===== src/bss_params.svh =====
// Constants for the burner stopped-state sequencer
`ifndef BSS_PARAMS_SVH
`define BSS_PARAMS_SVH
`define BSS_ADDR_W 4
`define BSS_ADDR_CTRL 4'h0
`define BSS_ADDR_STATUS 4'h1
`define BSS_ADDR_IRQ_STAT 4'h2
`define BSS_ADDR_IRQ_MASK 4'h3
`define BSS_ADDR_RETAIN 4'h4
`define BSS_ADDR_RUN_CMD 4'h5
`define BSS_CTRL_RESTART_BIT 0
`define BSS_CTRL_RESET 8'h00
`define BSS_IRQ_PURGE_BIT 0
`define BSS_IRQ_STATE_BIT 1
`define BSS_IRQ_ALARM_BIT 2
`define BSS_IRQ_W 3
`define BSS_IRQ_RESET 3'h0
`define BSS_RETAIN_RUN_BIT 0
`define BSS_RETAIN_LOCK_BIT 1
`define BSS_RUN_ENTER_BIT 0
`define BSS_RUN_STOP_BIT 1
`define BSS_RUN_LOCK_BIT 2
`endif


===== src/bss_pkg.sv =====
// Types for the burner stopped-state sequencer
package bss_pkg;
  typedef enum logic [10:0] {
    BSS_POWER_ON = 11'h001,
    BSS_ALARM = 11'h002,
    BSS_READY = 11'h004,
    BSS_LOCKOUT = 11'h008,
    BSS_WAITING = 11'h010,
    BSS_STARTUP = 11'h020,
    BSS_PREPURGE = 11'h040,
    BSS_IGNITION = 11'h080,
    BSS_PILOT = 11'h100,
    BSS_LOW_FIRE = 11'h200,
    BSS_PROCESS = 11'h400
  } bss_state_t;
endpackage : bss_pkg


===== src/bss_retain_if.sv =====
// Interface to the retained flag store
`timescale 1ns/1ns
interface bss_retain_if;
  logic wr_en;
  logic run_in;
  logic lock_in;
  logic run_q;
  logic lock_q;
  modport ctrl (output wr_en, output run_in, output lock_in, input run_q, input lock_q);
  modport store (input wr_en, input run_in, input lock_in, output run_q, output lock_q);
endinterface : bss_retain_if


===== src/bss_retain_store.sv =====
// Retained flag store, not cleared by reset
`timescale 1ns/1ns
module bss_retain_store
  import bss_pkg::*;
(
  input wire logic clk,
  input wire logic clk_en,
  bss_retain_if.store rif
);
  logic run_reg;
  logic lock_reg;

  // No reset: contents must survive a power cycle
  always_ff @(posedge clk)
  begin
    if (clk_en && rif.wr_en)
    begin
      run_reg <= rif.run_in;
      lock_reg <= rif.lock_in;
    end
  end

  assign rif.run_q = run_reg;
  assign rif.lock_q = lock_reg;
endmodule : bss_retain_store


===== src/bss_sequencer.sv =====
// Burner stopped-state sequencer top
//
// Chosen here: strobed register access and the placing of the registers.
`timescale 1ns/1ns
`include "bss_params.svh"
module bss_sequencer
  import bss_pkg::*;
(
  input wire logic clk,
  input wire logic rstn,
  input wire logic clk_en,
  input wire logic alarm_present,
  input wire logic user_start,
  input wire logic lockout_ack,
  input wire logic [`BSS_ADDR_W-1:0] addr,
  input wire logic [7:0] wdata,
  input wire logic wr_stb,
  input wire logic rd_stb,
  output logic [7:0] rdata,
  output logic irq,
  output logic purge_req,
  output logic pilot_on,
  output logic first_main_shutoff_valve,
  output logic second_main_shutoff_valve,
  output logic card_valve_on,
  output logic card_coil_on,
  output logic ignition_enable_closed,
  output logic stopped_flag,
  output logic running_flag,
  output logic fuel_flag,
  output logic main_flag
);
  logic rst_s1_reg;
  logic rst_s2_reg;
  logic [2:0] alarm_sync_reg;
  logic [2:0] start_sync_reg;
  logic [2:0] ack_sync_reg;
  logic alarm_s;
  logic start_rise;
  logic ack_rise;
  bss_state_t state_reg;
  bss_state_t state_next;
  logic [7:0] ctrl_reg;
  logic [`BSS_IRQ_W-1:0] irq_stat_reg;
  logic [`BSS_IRQ_W-1:0] irq_mask_reg;
  logic [`BSS_IRQ_W-1:0] irq_event;
  logic [7:0] rdata_reg;
  logic run_cmd_enter;
  logic run_cmd_stop;
  logic run_cmd_lock;
  logic entering;
  logic restart_en;
  logic stopped_c;
  bss_retain_if rif ();

  // Reset release through two flops
  always_ff @(posedge clk or negedge rstn)
  begin
    if (!rstn)
    begin
      rst_s1_reg <= 1'b0;
      rst_s2_reg <= 1'b0;
    end
    else
    begin
      rst_s1_reg <= 1'b1;
      rst_s2_reg <= rst_s1_reg;
    end
  end

  // Pins: two flops, third stage only for edge detect
  always_ff @(posedge clk or negedge rst_s2_reg)
  begin
    if (!rst_s2_reg)
    begin
      alarm_sync_reg <= 3'h0;
      start_sync_reg <= 3'h0;
      ack_sync_reg <= 3'h0;
    end
    else if (clk_en)
    begin
      alarm_sync_reg <= {alarm_sync_reg[1:0], alarm_present};
      start_sync_reg <= {start_sync_reg[1:0], user_start};
      ack_sync_reg <= {ack_sync_reg[1:0], lockout_ack};
    end
  end

  assign alarm_s = alarm_sync_reg[1];
  assign start_rise = start_sync_reg[1] && !start_sync_reg[2];
  assign ack_rise = ack_sync_reg[1] && !ack_sync_reg[2];
  assign restart_en = ctrl_reg[`BSS_CTRL_RESTART_BIT];

  // Software stand-in for the running-side sequence, which lives elsewhere
  assign run_cmd_enter = wr_stb && (addr == `BSS_ADDR_RUN_CMD) && wdata[`BSS_RUN_ENTER_BIT];
  assign run_cmd_stop = wr_stb && (addr == `BSS_ADDR_RUN_CMD) && wdata[`BSS_RUN_STOP_BIT];
  assign run_cmd_lock = wr_stb && (addr == `BSS_ADDR_RUN_CMD) && wdata[`BSS_RUN_LOCK_BIT];

  function automatic logic is_stopped(input bss_state_t s);
    is_stopped = (s == BSS_POWER_ON) || (s == BSS_ALARM) || (s == BSS_READY)
      || (s == BSS_LOCKOUT);
  endfunction : is_stopped

  always_comb
  begin
    state_next = state_reg;
    unique case (state_reg)
      BSS_POWER_ON:
      begin
        if (rif.lock_q)
          state_next = BSS_LOCKOUT;
        else if (alarm_s)
          state_next = BSS_READY;
        else if (restart_en && rif.run_q)
          state_next = BSS_WAITING;
        else
          state_next = BSS_READY;
      end
      BSS_READY:
      begin
        if (alarm_s)
          state_next = BSS_ALARM;
        else if (start_rise)
          state_next = BSS_WAITING;
      end
      BSS_ALARM:
      begin
        if (!alarm_s)
          state_next = BSS_READY;
      end
      BSS_LOCKOUT:
      begin
        if (ack_rise)
          state_next = BSS_READY;
      end
      default:
      begin
        // Running states: leave on the outer sequence's commands, or to Lockout on alarm_s
        if (run_cmd_lock || alarm_s)
          state_next = BSS_LOCKOUT;
        else if (run_cmd_stop)
          state_next = BSS_READY;
        else if (run_cmd_enter && state_reg == BSS_WAITING)
          state_next = BSS_STARTUP;
      end
    endcase
  end

  // Per-instance state, nothing shared
  always_ff @(posedge clk or negedge rst_s2_reg)
  begin
    if (!rst_s2_reg)
      state_reg <= BSS_POWER_ON;
    else if (clk_en)
      state_reg <= state_next;
  end

  // Held off in reset so the store is not rewritten while Power On waits
  assign entering = clk_en && rst_s2_reg && (state_next != state_reg);

  // Retained flags follow the state
  assign rif.wr_en = entering;
  assign rif.run_in = !is_stopped(state_next);
  assign rif.lock_in = (state_next == BSS_LOCKOUT);

  bss_retain_store u_store (
    .clk(clk),
    .clk_en(clk_en),
    .rif(rif.store)
  );

  // Purge pulse on Lockout entry; Power On entry is the reset release itself
  always_ff @(posedge clk or negedge rst_s2_reg)
  begin
    if (!rst_s2_reg)
      purge_req <= 1'b1;
    else if (clk_en)
      purge_req <= entering && (state_next == BSS_LOCKOUT);
  end

  assign stopped_c = is_stopped(state_reg);

  // Outputs only energize under the running sequence, never here
  always_ff @(posedge clk or negedge rst_s2_reg)
  begin
    if (!rst_s2_reg)
    begin
      pilot_on <= 1'b0;
      first_main_shutoff_valve <= 1'b0;
      second_main_shutoff_valve <= 1'b0;
      card_valve_on <= 1'b0;
      card_coil_on <= 1'b0;
      ignition_enable_closed <= 1'b0;
    end
    else if (clk_en)
    begin
      pilot_on <= 1'b0;
      first_main_shutoff_valve <= 1'b0;
      second_main_shutoff_valve <= 1'b0;
      card_valve_on <= 1'b0;
      card_coil_on <= 1'b0;
      ignition_enable_closed <= 1'b0;
    end
  end

  always_ff @(posedge clk or negedge rst_s2_reg)
  begin
    if (!rst_s2_reg)
    begin
      stopped_flag <= 1'b1;
      running_flag <= 1'b0;
      fuel_flag <= 1'b0;
      main_flag <= 1'b0;
    end
    else if (clk_en)
    begin
      stopped_flag <= is_stopped(state_next);
      running_flag <= !is_stopped(state_next);
      fuel_flag <= (state_next == BSS_IGNITION) || (state_next == BSS_PILOT)
        || (state_next == BSS_LOW_FIRE) || (state_next == BSS_PROCESS);
      main_flag <= (state_next == BSS_LOW_FIRE) || (state_next == BSS_PROCESS);
    end
  end

  // Control register; no reset, the restart setting must outlive power loss
  always_ff @(posedge clk)
  begin
    if (clk_en && wr_stb && addr == `BSS_ADDR_CTRL)
      ctrl_reg <= wdata;
  end

  always_ff @(posedge clk or negedge rst_s2_reg)
  begin
    if (!rst_s2_reg)
      irq_mask_reg <= `BSS_IRQ_RESET;
    else if (clk_en && wr_stb && addr == `BSS_ADDR_IRQ_MASK)
      irq_mask_reg <= wdata[`BSS_IRQ_W-1:0];
  end

  always_comb
  begin
    irq_event = `BSS_IRQ_RESET;
    irq_event[`BSS_IRQ_PURGE_BIT] = purge_req;
    irq_event[`BSS_IRQ_STATE_BIT] = entering;
    irq_event[`BSS_IRQ_ALARM_BIT] = entering && (state_next == BSS_ALARM);
  end

  // Set wins over the read-clear
  always_ff @(posedge clk or negedge rst_s2_reg)
  begin
    if (!rst_s2_reg)
      irq_stat_reg <= `BSS_IRQ_RESET;
    else if (clk_en)
    begin
      if (rd_stb && addr == `BSS_ADDR_IRQ_STAT)
        irq_stat_reg <= irq_event;
      else
        irq_stat_reg <= irq_stat_reg | irq_event;
    end
  end

  assign irq = |(irq_stat_reg & irq_mask_reg);

  always_ff @(posedge clk or negedge rst_s2_reg)
  begin
    if (!rst_s2_reg)
      rdata_reg <= 8'h00;
    else if (clk_en)
    begin
      rdata_reg <= 8'h00;
      if (rd_stb)
      begin
        unique case (addr)
          `BSS_ADDR_CTRL: rdata_reg <= ctrl_reg;
          `BSS_ADDR_STATUS: rdata_reg <= {4'h0, main_flag, fuel_flag, running_flag, stopped_c};
          `BSS_ADDR_IRQ_STAT: rdata_reg <= {5'h00, irq_stat_reg};
          `BSS_ADDR_IRQ_MASK: rdata_reg <= {5'h00, irq_mask_reg};
          `BSS_ADDR_RETAIN: rdata_reg <= {6'h00, rif.lock_q, rif.run_q};
          default: rdata_reg <= 8'h00;
        endcase
      end
    end
  end

  assign rdata = rdata_reg;
endmodule : bss_sequencer


===== config.mk =====
export PLATFORM = sky130hd
export DESIGN_NAME = bss_sequencer
export DESIGN_NICKNAME = d
export VERILOG_FILES = /design/src/bss_pkg.sv /design/src/bss_retain_if.sv /design/src/bss_retain_store.sv /design/src/bss_sequencer.sv
export VERILOG_INCLUDE_DIRS = /design/src /design/src/src
export SDC_FILE = /design/constraint.sdc
export NUM_CORES = 1
export LEC_CHECK = 0
export ABC_AREA = 1
export BUFFER_PORTS_ARGS = -buffer_cell sky130_fd_sc_hd__buf_4
export CORE_MARGIN = 2
export CORE_UTILIZATION = 35
export CTS_CLUSTER_DIAMETER = 50
export DETAILED_ROUTE_END_ITERATION = 12
export PLACE_DENSITY = 0.56
export SYNTH_ARGS = -nofsm -noshare
export SYNTH_HDL_FRONTEND = slang
export SYNTH_HIERARCHICAL = 1
export SYNTH_SLANG_ARGS = --single-unit

===== constraint.sdc =====
create_clock -name clk -period 1.75 [get_ports clk]
set_clock_uncertainty 0.15 [all_clocks]
set_input_delay 0.0875 -clock clk [delete_from_list [all_inputs] [get_ports clk]]
set_output_delay 0.0875 -clock clk [all_outputs]
set_load 0.02 [all_outputs]

-- Word level (Yosys, flattened, before mapping)
Index checks and enable logic that the tools add are counted.
W data, S select, Z words.
- bits in registers: 50
- input port bits: 20
- logic and storage cells: 85
- output and inout bits: 20
- eq/ne operators: 19
- mux-type cells: 14
- bitwise logic cells: 2
- reductions and logical operators: 33
- operators with widths (cell ; count):
    $mux W11 ; 8
    $pmux W11 S4 ; 1
    $pmux W8 S5 ; 1
    $eq A11 B1 Y1 const B ; 2
    $eq A11 B2 Y1 const B ; 2
    $eq A11 B3 Y1 const B ; 2
    $eq A11 B4 Y1 const B ; 2
    $logic_and A1 B1 Y1 ; 17
    $eq A11 B10 Y1 const B ; 1
    $eq A11 B11 Y1 const B ; 1
    $eq A11 B5 Y1 const B ; 1
    $eq A11 B8 Y1 const B ; 1
    $eq A11 B9 Y1 const B ; 1
    $logic_or A1 B1 Y1 ; 11
    $ne A11 B11 Y1 ; 1
    $mux W5 ; 2
    $eq A4 B2 Y1 const B ; 2
    $eq A4 B3 Y1 const B ; 2
    $mux W8 ; 1
    $eq A4 B1 Y1 const B ; 1
    $logic_not A4 Y1 ; 1
    $and A3 B3 Y3 ; 1
    $logic_not A1 Y1 ; 3
    $mux W3 ; 1
    2 further kinds ; 2

-- Longest topological paths before layout
- depth in word-level cells: 13
- mapped depth: 15
- mapped depth without buffers: 14

-- By module
The synthesis kept the hierarchy.
- by module, submodules not included (module ; instances ; area each (sq um) ; cells an instance ; sequential area each (sq um)):
    bss_sequencer ; 1 ; 2810.2 ; 355 ; 1244.9
    bss_retain_store ; 1 ; 67.6 ; 4 ; 60.1

-- Worst setup path after synthesis
OpenSTA, ideal clock, no wires.
- path type: flip-flop to flip-flop
- start: register rst_s2_reg
- end: register u_store.lock_reg, in the netlist u_store/rif.lock_q, enable pin
- setup slack: -282 ps
- period minus slack after synthesis: 2032 ps
- stages on the path, launching flop included: 5
- required time: 1306 ps
- data arrival time: 1587 ps
- path through: dfrtp_1 nand3_1 inv_1 nand2_1 inv_1
- cells in the longest elaborated chain, start to end: 3
- RTL lines (item ; RTL line ; text):
    start, declared ; bss_sequencer.sv:34 ; logic rst_s2_reg;
    start signal, assigned ; bss_sequencer.sv:67 ; rst_s2_reg <= rst_s1_reg;
    $logic_and A1 B1 Y1 (2 in a row) ; bss_sequencer.sv:158 ; assign entering = clk_en && rst_s2_reg && (state_next != state_reg);
    named net entering ; bss_sequencer.sv:51 ; logic entering;
    $logic_and A1 B1 Y1 ; bss_retain_store.sv:16 ; if (clk_en && rif.wr_en)
    end signal, assigned ; bss_retain_store.sv:19 ; lock_reg <= rif.lock_in;
    end, declared ; bss_retain_store.sv:11 ; logic lock_reg;
The timed path passes the listed nets, and every way through them passes these cells.
A chain may end at the register's enable or synchronous reset.

-- Worst setup path in the final report
- start: register state_reg[0]
- end: register u_store.run_reg, in the netlist u_store/rif.run_q, data pin
- cells in the longest elaborated chain, start to end: 11
- elaborated cells between the ends (all ways): 22
- classes of those cells: eq/ne (9); mux (8); reduce/logical (5)
- RTL lines (item ; RTL line ; text):
    start, declared ; bss_sequencer.sv:41 ; bss_state_t state_reg;
    start signal, assigned ; bss_sequencer.sv:154 ; state_reg <= state_next;
    $eq A11 B5 Y1 ; bss_sequencer.sv:142 ; else if (run_cmd_enter && state_reg == BSS_WAITING)
    $logic_and A1 B1 Y1 ; bss_sequencer.sv:142 ;
    $mux W11 ; bss_sequencer.sv:142 ;
    $mux W11 ; bss_sequencer.sv:140 ; else if (run_cmd_stop)
    $mux W11 ; bss_sequencer.sv:138 ; if (run_cmd_lock || alarm_s)
    $pmux W11 S4 * ; bss_sequencer.sv:106 ; unique case (state_reg)
    $eq A11 B1 Y1 / $eq A11 B2 Y1 (equally long branches) ; bss_sequencer.sv:99 ; is_stopped = (s == BSS_POWER_ON) || (s == BSS_ALARM) || (s == BSS_READY)
    $logic_or A1 B1 Y1 (2 in a row) ; bss_sequencer.sv:99 ;
    $logic_or A1 B1 Y1 * ; bss_sequencer.sv:100 ; || (s == BSS_LOCKOUT);
    $logic_not A1 Y1 * ; bss_sequencer.sv:162 ; assign rif.run_in = !is_stopped(state_next);
    named net rif.run_in ; bss_retain_if.sv:5 ; logic run_in;
    end signal, assigned ; bss_retain_store.sv:18 ; run_reg <= rif.run_in;
    end, declared ; bss_retain_store.sv:10 ; logic run_reg;
The timed path passes the listed nets; every way through them passes the cells marked *.

==> results.toml <==
[floorplanning]
start_util = 0.356
dieWidth_um = 94.7
boundaryPins = 40
rows = 33
die-area_sq_mm = 0.00896
fp.dieH_um = 94.7
core_sq_mm = 0.00809

[drt]
drc = 0
vias = 2799
ant_nets = 0
post_drt_wl_per_cell_um = 13.5
viasPerCell = 4.77
drt_iter0_drc = 159
drt_pass1_iterations = 4
wirelength_mm = 7.95

[synth]
synthArstFlopShare = 0.800
yosysWarnings = 6
ys_seq_elements = 50
seq_area_frac_synth = 0.453
synth_top_area_share = 0.322
syn-cell-area_sq_mm = 0.00288
yosysUniqueCellTypes = 36
syn_area_per_cell_sq_um = 8.02
synth_top_area_cell = "dfrtp_1"
synthTopCellsByArea = "dfrtp_1, edfxtp_1, nand2_1"
synth_common_cells = "nand2_1, inv_1, nor2_1"
ys.flop_type = "dfrtp_1"
postSynthCellCount = 359
synth-edff-count = 10
synth.most_common_cell = "nand2_1"

[placement]
place_inst = 547
gp_congestion = 0.878
pre_cts_ws_ns = -0.343
dpl_cell_area_sq_mm = 0.00365
portBuffers = 33
hpwl_mm = 5.77

[sta]
fin_crit_sh = 1.25
worstMarginPinSlew_ns = 0.513
hold_violations = 0
setup_slack_ns = -0.430
whs_ns = 0.0463
fmax_mhz = 459
setup_viol = 21
rsz0062_at_grt = "yes"
relSlewSlack = 0.658
maxSlewViolCount = 0
min_period_ns = 2.18

[power]
power.internal_w = 0.00254
netSwitchingFraction = 0.383
p_total_w = 0.00411
ir_drop_v = 0.000370
switching_power_w = 0.00158
clkPwrFrac = 0.171
pwr-share-comb = 0.482
power.density_cell_area_mw_per_mm2 = 997
seq_power_share = 0.346
p_leak_nw = 2.03

[global_route]
grt_pass1_vias = 2664
antenna_found_initial = 0
grt_overflow = 0
grt_pass1_wl_mm = 12.9
grt.total_usage = 0.187
grt_max_degree = 39

[setup_path]
reg2reg_to = "u_store/rif.run_q$_DFFE_PP_"
required_ns = 1.68
path_common_cell = "nand2_2"
cp_slowest_cell = "dfstp_2"
reg2reg_from = "state_reg[0]$_DFFE_PN1P_"
setup.worst_path.start = "state_reg[0]$_DFFE_PN1P_"
reg2regPathDepth = 13
path_class = "reg2reg"
worst_setup_path_end_kind = "flip-flop"
r2r_slack_ns = -0.43
arrival_ns = 2.11
path_cells = "nor2_4 -> nand3_2 -> nor2_1 -> nand2_1 -> nand2_2 -> nor2_4 -> nand2_2 -> nand2_2 -> nand2_1 -> nor2_1 -> nand3_1 -> nand3_2 -> inv_1"
critPathMaxFanout = 5
crit_path_start_kind = "flip-flop"
cpPeakStageDelay_ns = 0.60

[hold_path]
hold_start = "rd_stb"
min_path_cells = 4
min_to = "irq_stat_reg[2]$_DFFE_PN0P_"
hold_class = "in2reg"

[run]
maxCapViolCount = 0

[cts]
cts.clk_slew.worst_paths_ns = 0.10
clock_latency_ns = 0.32
cts_tree = "built"
htree_num_levels = 2
clockRootBuffer = "clkbuf_8"
cts_made_buffers = 5
cts.sinks = 50
cts_buffer_depth = 2

[finish]
final_area_sq_mm = 0.00412
drive_gt1_frac = 0.394
num-fill-cells = 812
synthToLayoutAreaGrowth_pct = 43.3
fin_cells = 587
diodes = 0
largest_reg_flops = 11
final_nets = 501

[outcome]
violations = "negative setup slack"
status = "finished, violations left"
## per-stage QoR
step,TNS [ns],util
after floorplan,-0.408,-
after global placement,-3.85,0.451
after detailed placement,-4.44,0.451
after CTS,-2.87,0.500
after global routing,-7.11,0.510
final,-4.60,0.510
## cell usage in the layout, fill, tap and decap left out, drive strengths merged, types with 3 or more instances in the layout
cell           n
a21oi          9
a32o           5
buf          107
clkbuf         6
conb           7
dfrtp         37
dfstp          3
dlygate4sd3   17
edfxtp        10
inv           55
nand2         90
nand3         31
nand4          8
nor2          49
nor3           6
o21ai         27
o22ai          6
## area by class of cell
class,instances,area (sq um),area share
clock inverter,2,13.8,0.00334
inverter,54,208,0.0504
tap,105,131,0.0319
timing repair buffer,124,981,0.238
multi-input combinational,246,1410,0.342
sequential,50,1310,0.317
clock buffer,6,72.6,0.0176
## routing by layer
metal	vias to the layer above	part of all wire	track usage
met2	58	0.49	0.320
li1	1398	-	-
met5	-	0	0
met4	0	0.020	0.0507
met1	1334	0.45	0.250
met3	9	0.034	0.0247
## power groups by stage
| stage | clock network (W) | logic [W] | registers, W |
|---|---|---|---|
| 3_3_place_gp | 0 | 0.00159 | 0.00144 |
| 3_5_place_dp | 0 | 0.00160 | 0.00144 |
| 6_report | 0.000705 | 0.00198 | 0.00142 |
| 4_1_cts | 0.000725 | 0.00184 | 0.00142 |
| 5_1_grt | 0.000762 | 0.00217 | 0.00144 |
| 2_1_floorplan | 0 | 0.000883 | 0.00149 |
## timing repair
item,4_1_cts,5_1_grt
pin swaps,11,11
hold buffers,17,0
endpoints found under the hold margin,18,0
setup buffers,11,5
endpoints found under the setup margin,19,22
resized for setup,28,14
## critical path, delay by kind of cell, from the launching register on
| kind | cells | cell delay, ns |
|---|---|---|
| AND/OR/NAND/NOR | 12 | 1.16 |
| flip-flops | 1 | 0.60 |
| buffers and inverters | 1 | 0.04 |
## logic make-up (layout without fill, tap and decap cells)
family,count (synthesis),after routing,share of synthesized area
flops,50,50,0.453
compound gates,55,55,0.124
simple gates,184,184,0.315
other cells,2,7,0.00261
buf+inv,68,186,0.105
## how the worst max path moves through the flow
stage | end | slack (ns) | depth (start not counted)
final | u_store/rif.run_q$_DFFE_PP_ | -0.43 | 13
after global routing | u_store/rif.run_q$_DFFE_PP_ | -0.52 | 13
after CTS | u_store/rif.run_q$_DFFE_PP_ | -0.32 | 13
after detailed placement | u_store/rif.run_q$_DFFE_PP_ | -0.34 | 12
after global placement | u_store/rif.run_q$_DFFE_PP_ | -0.29 | 12
after floorplan | u_store/rif.run_q$_DFFE_PP_ | -0.14 | 13
No activity file was read; power rests on OpenSTA's default activity.
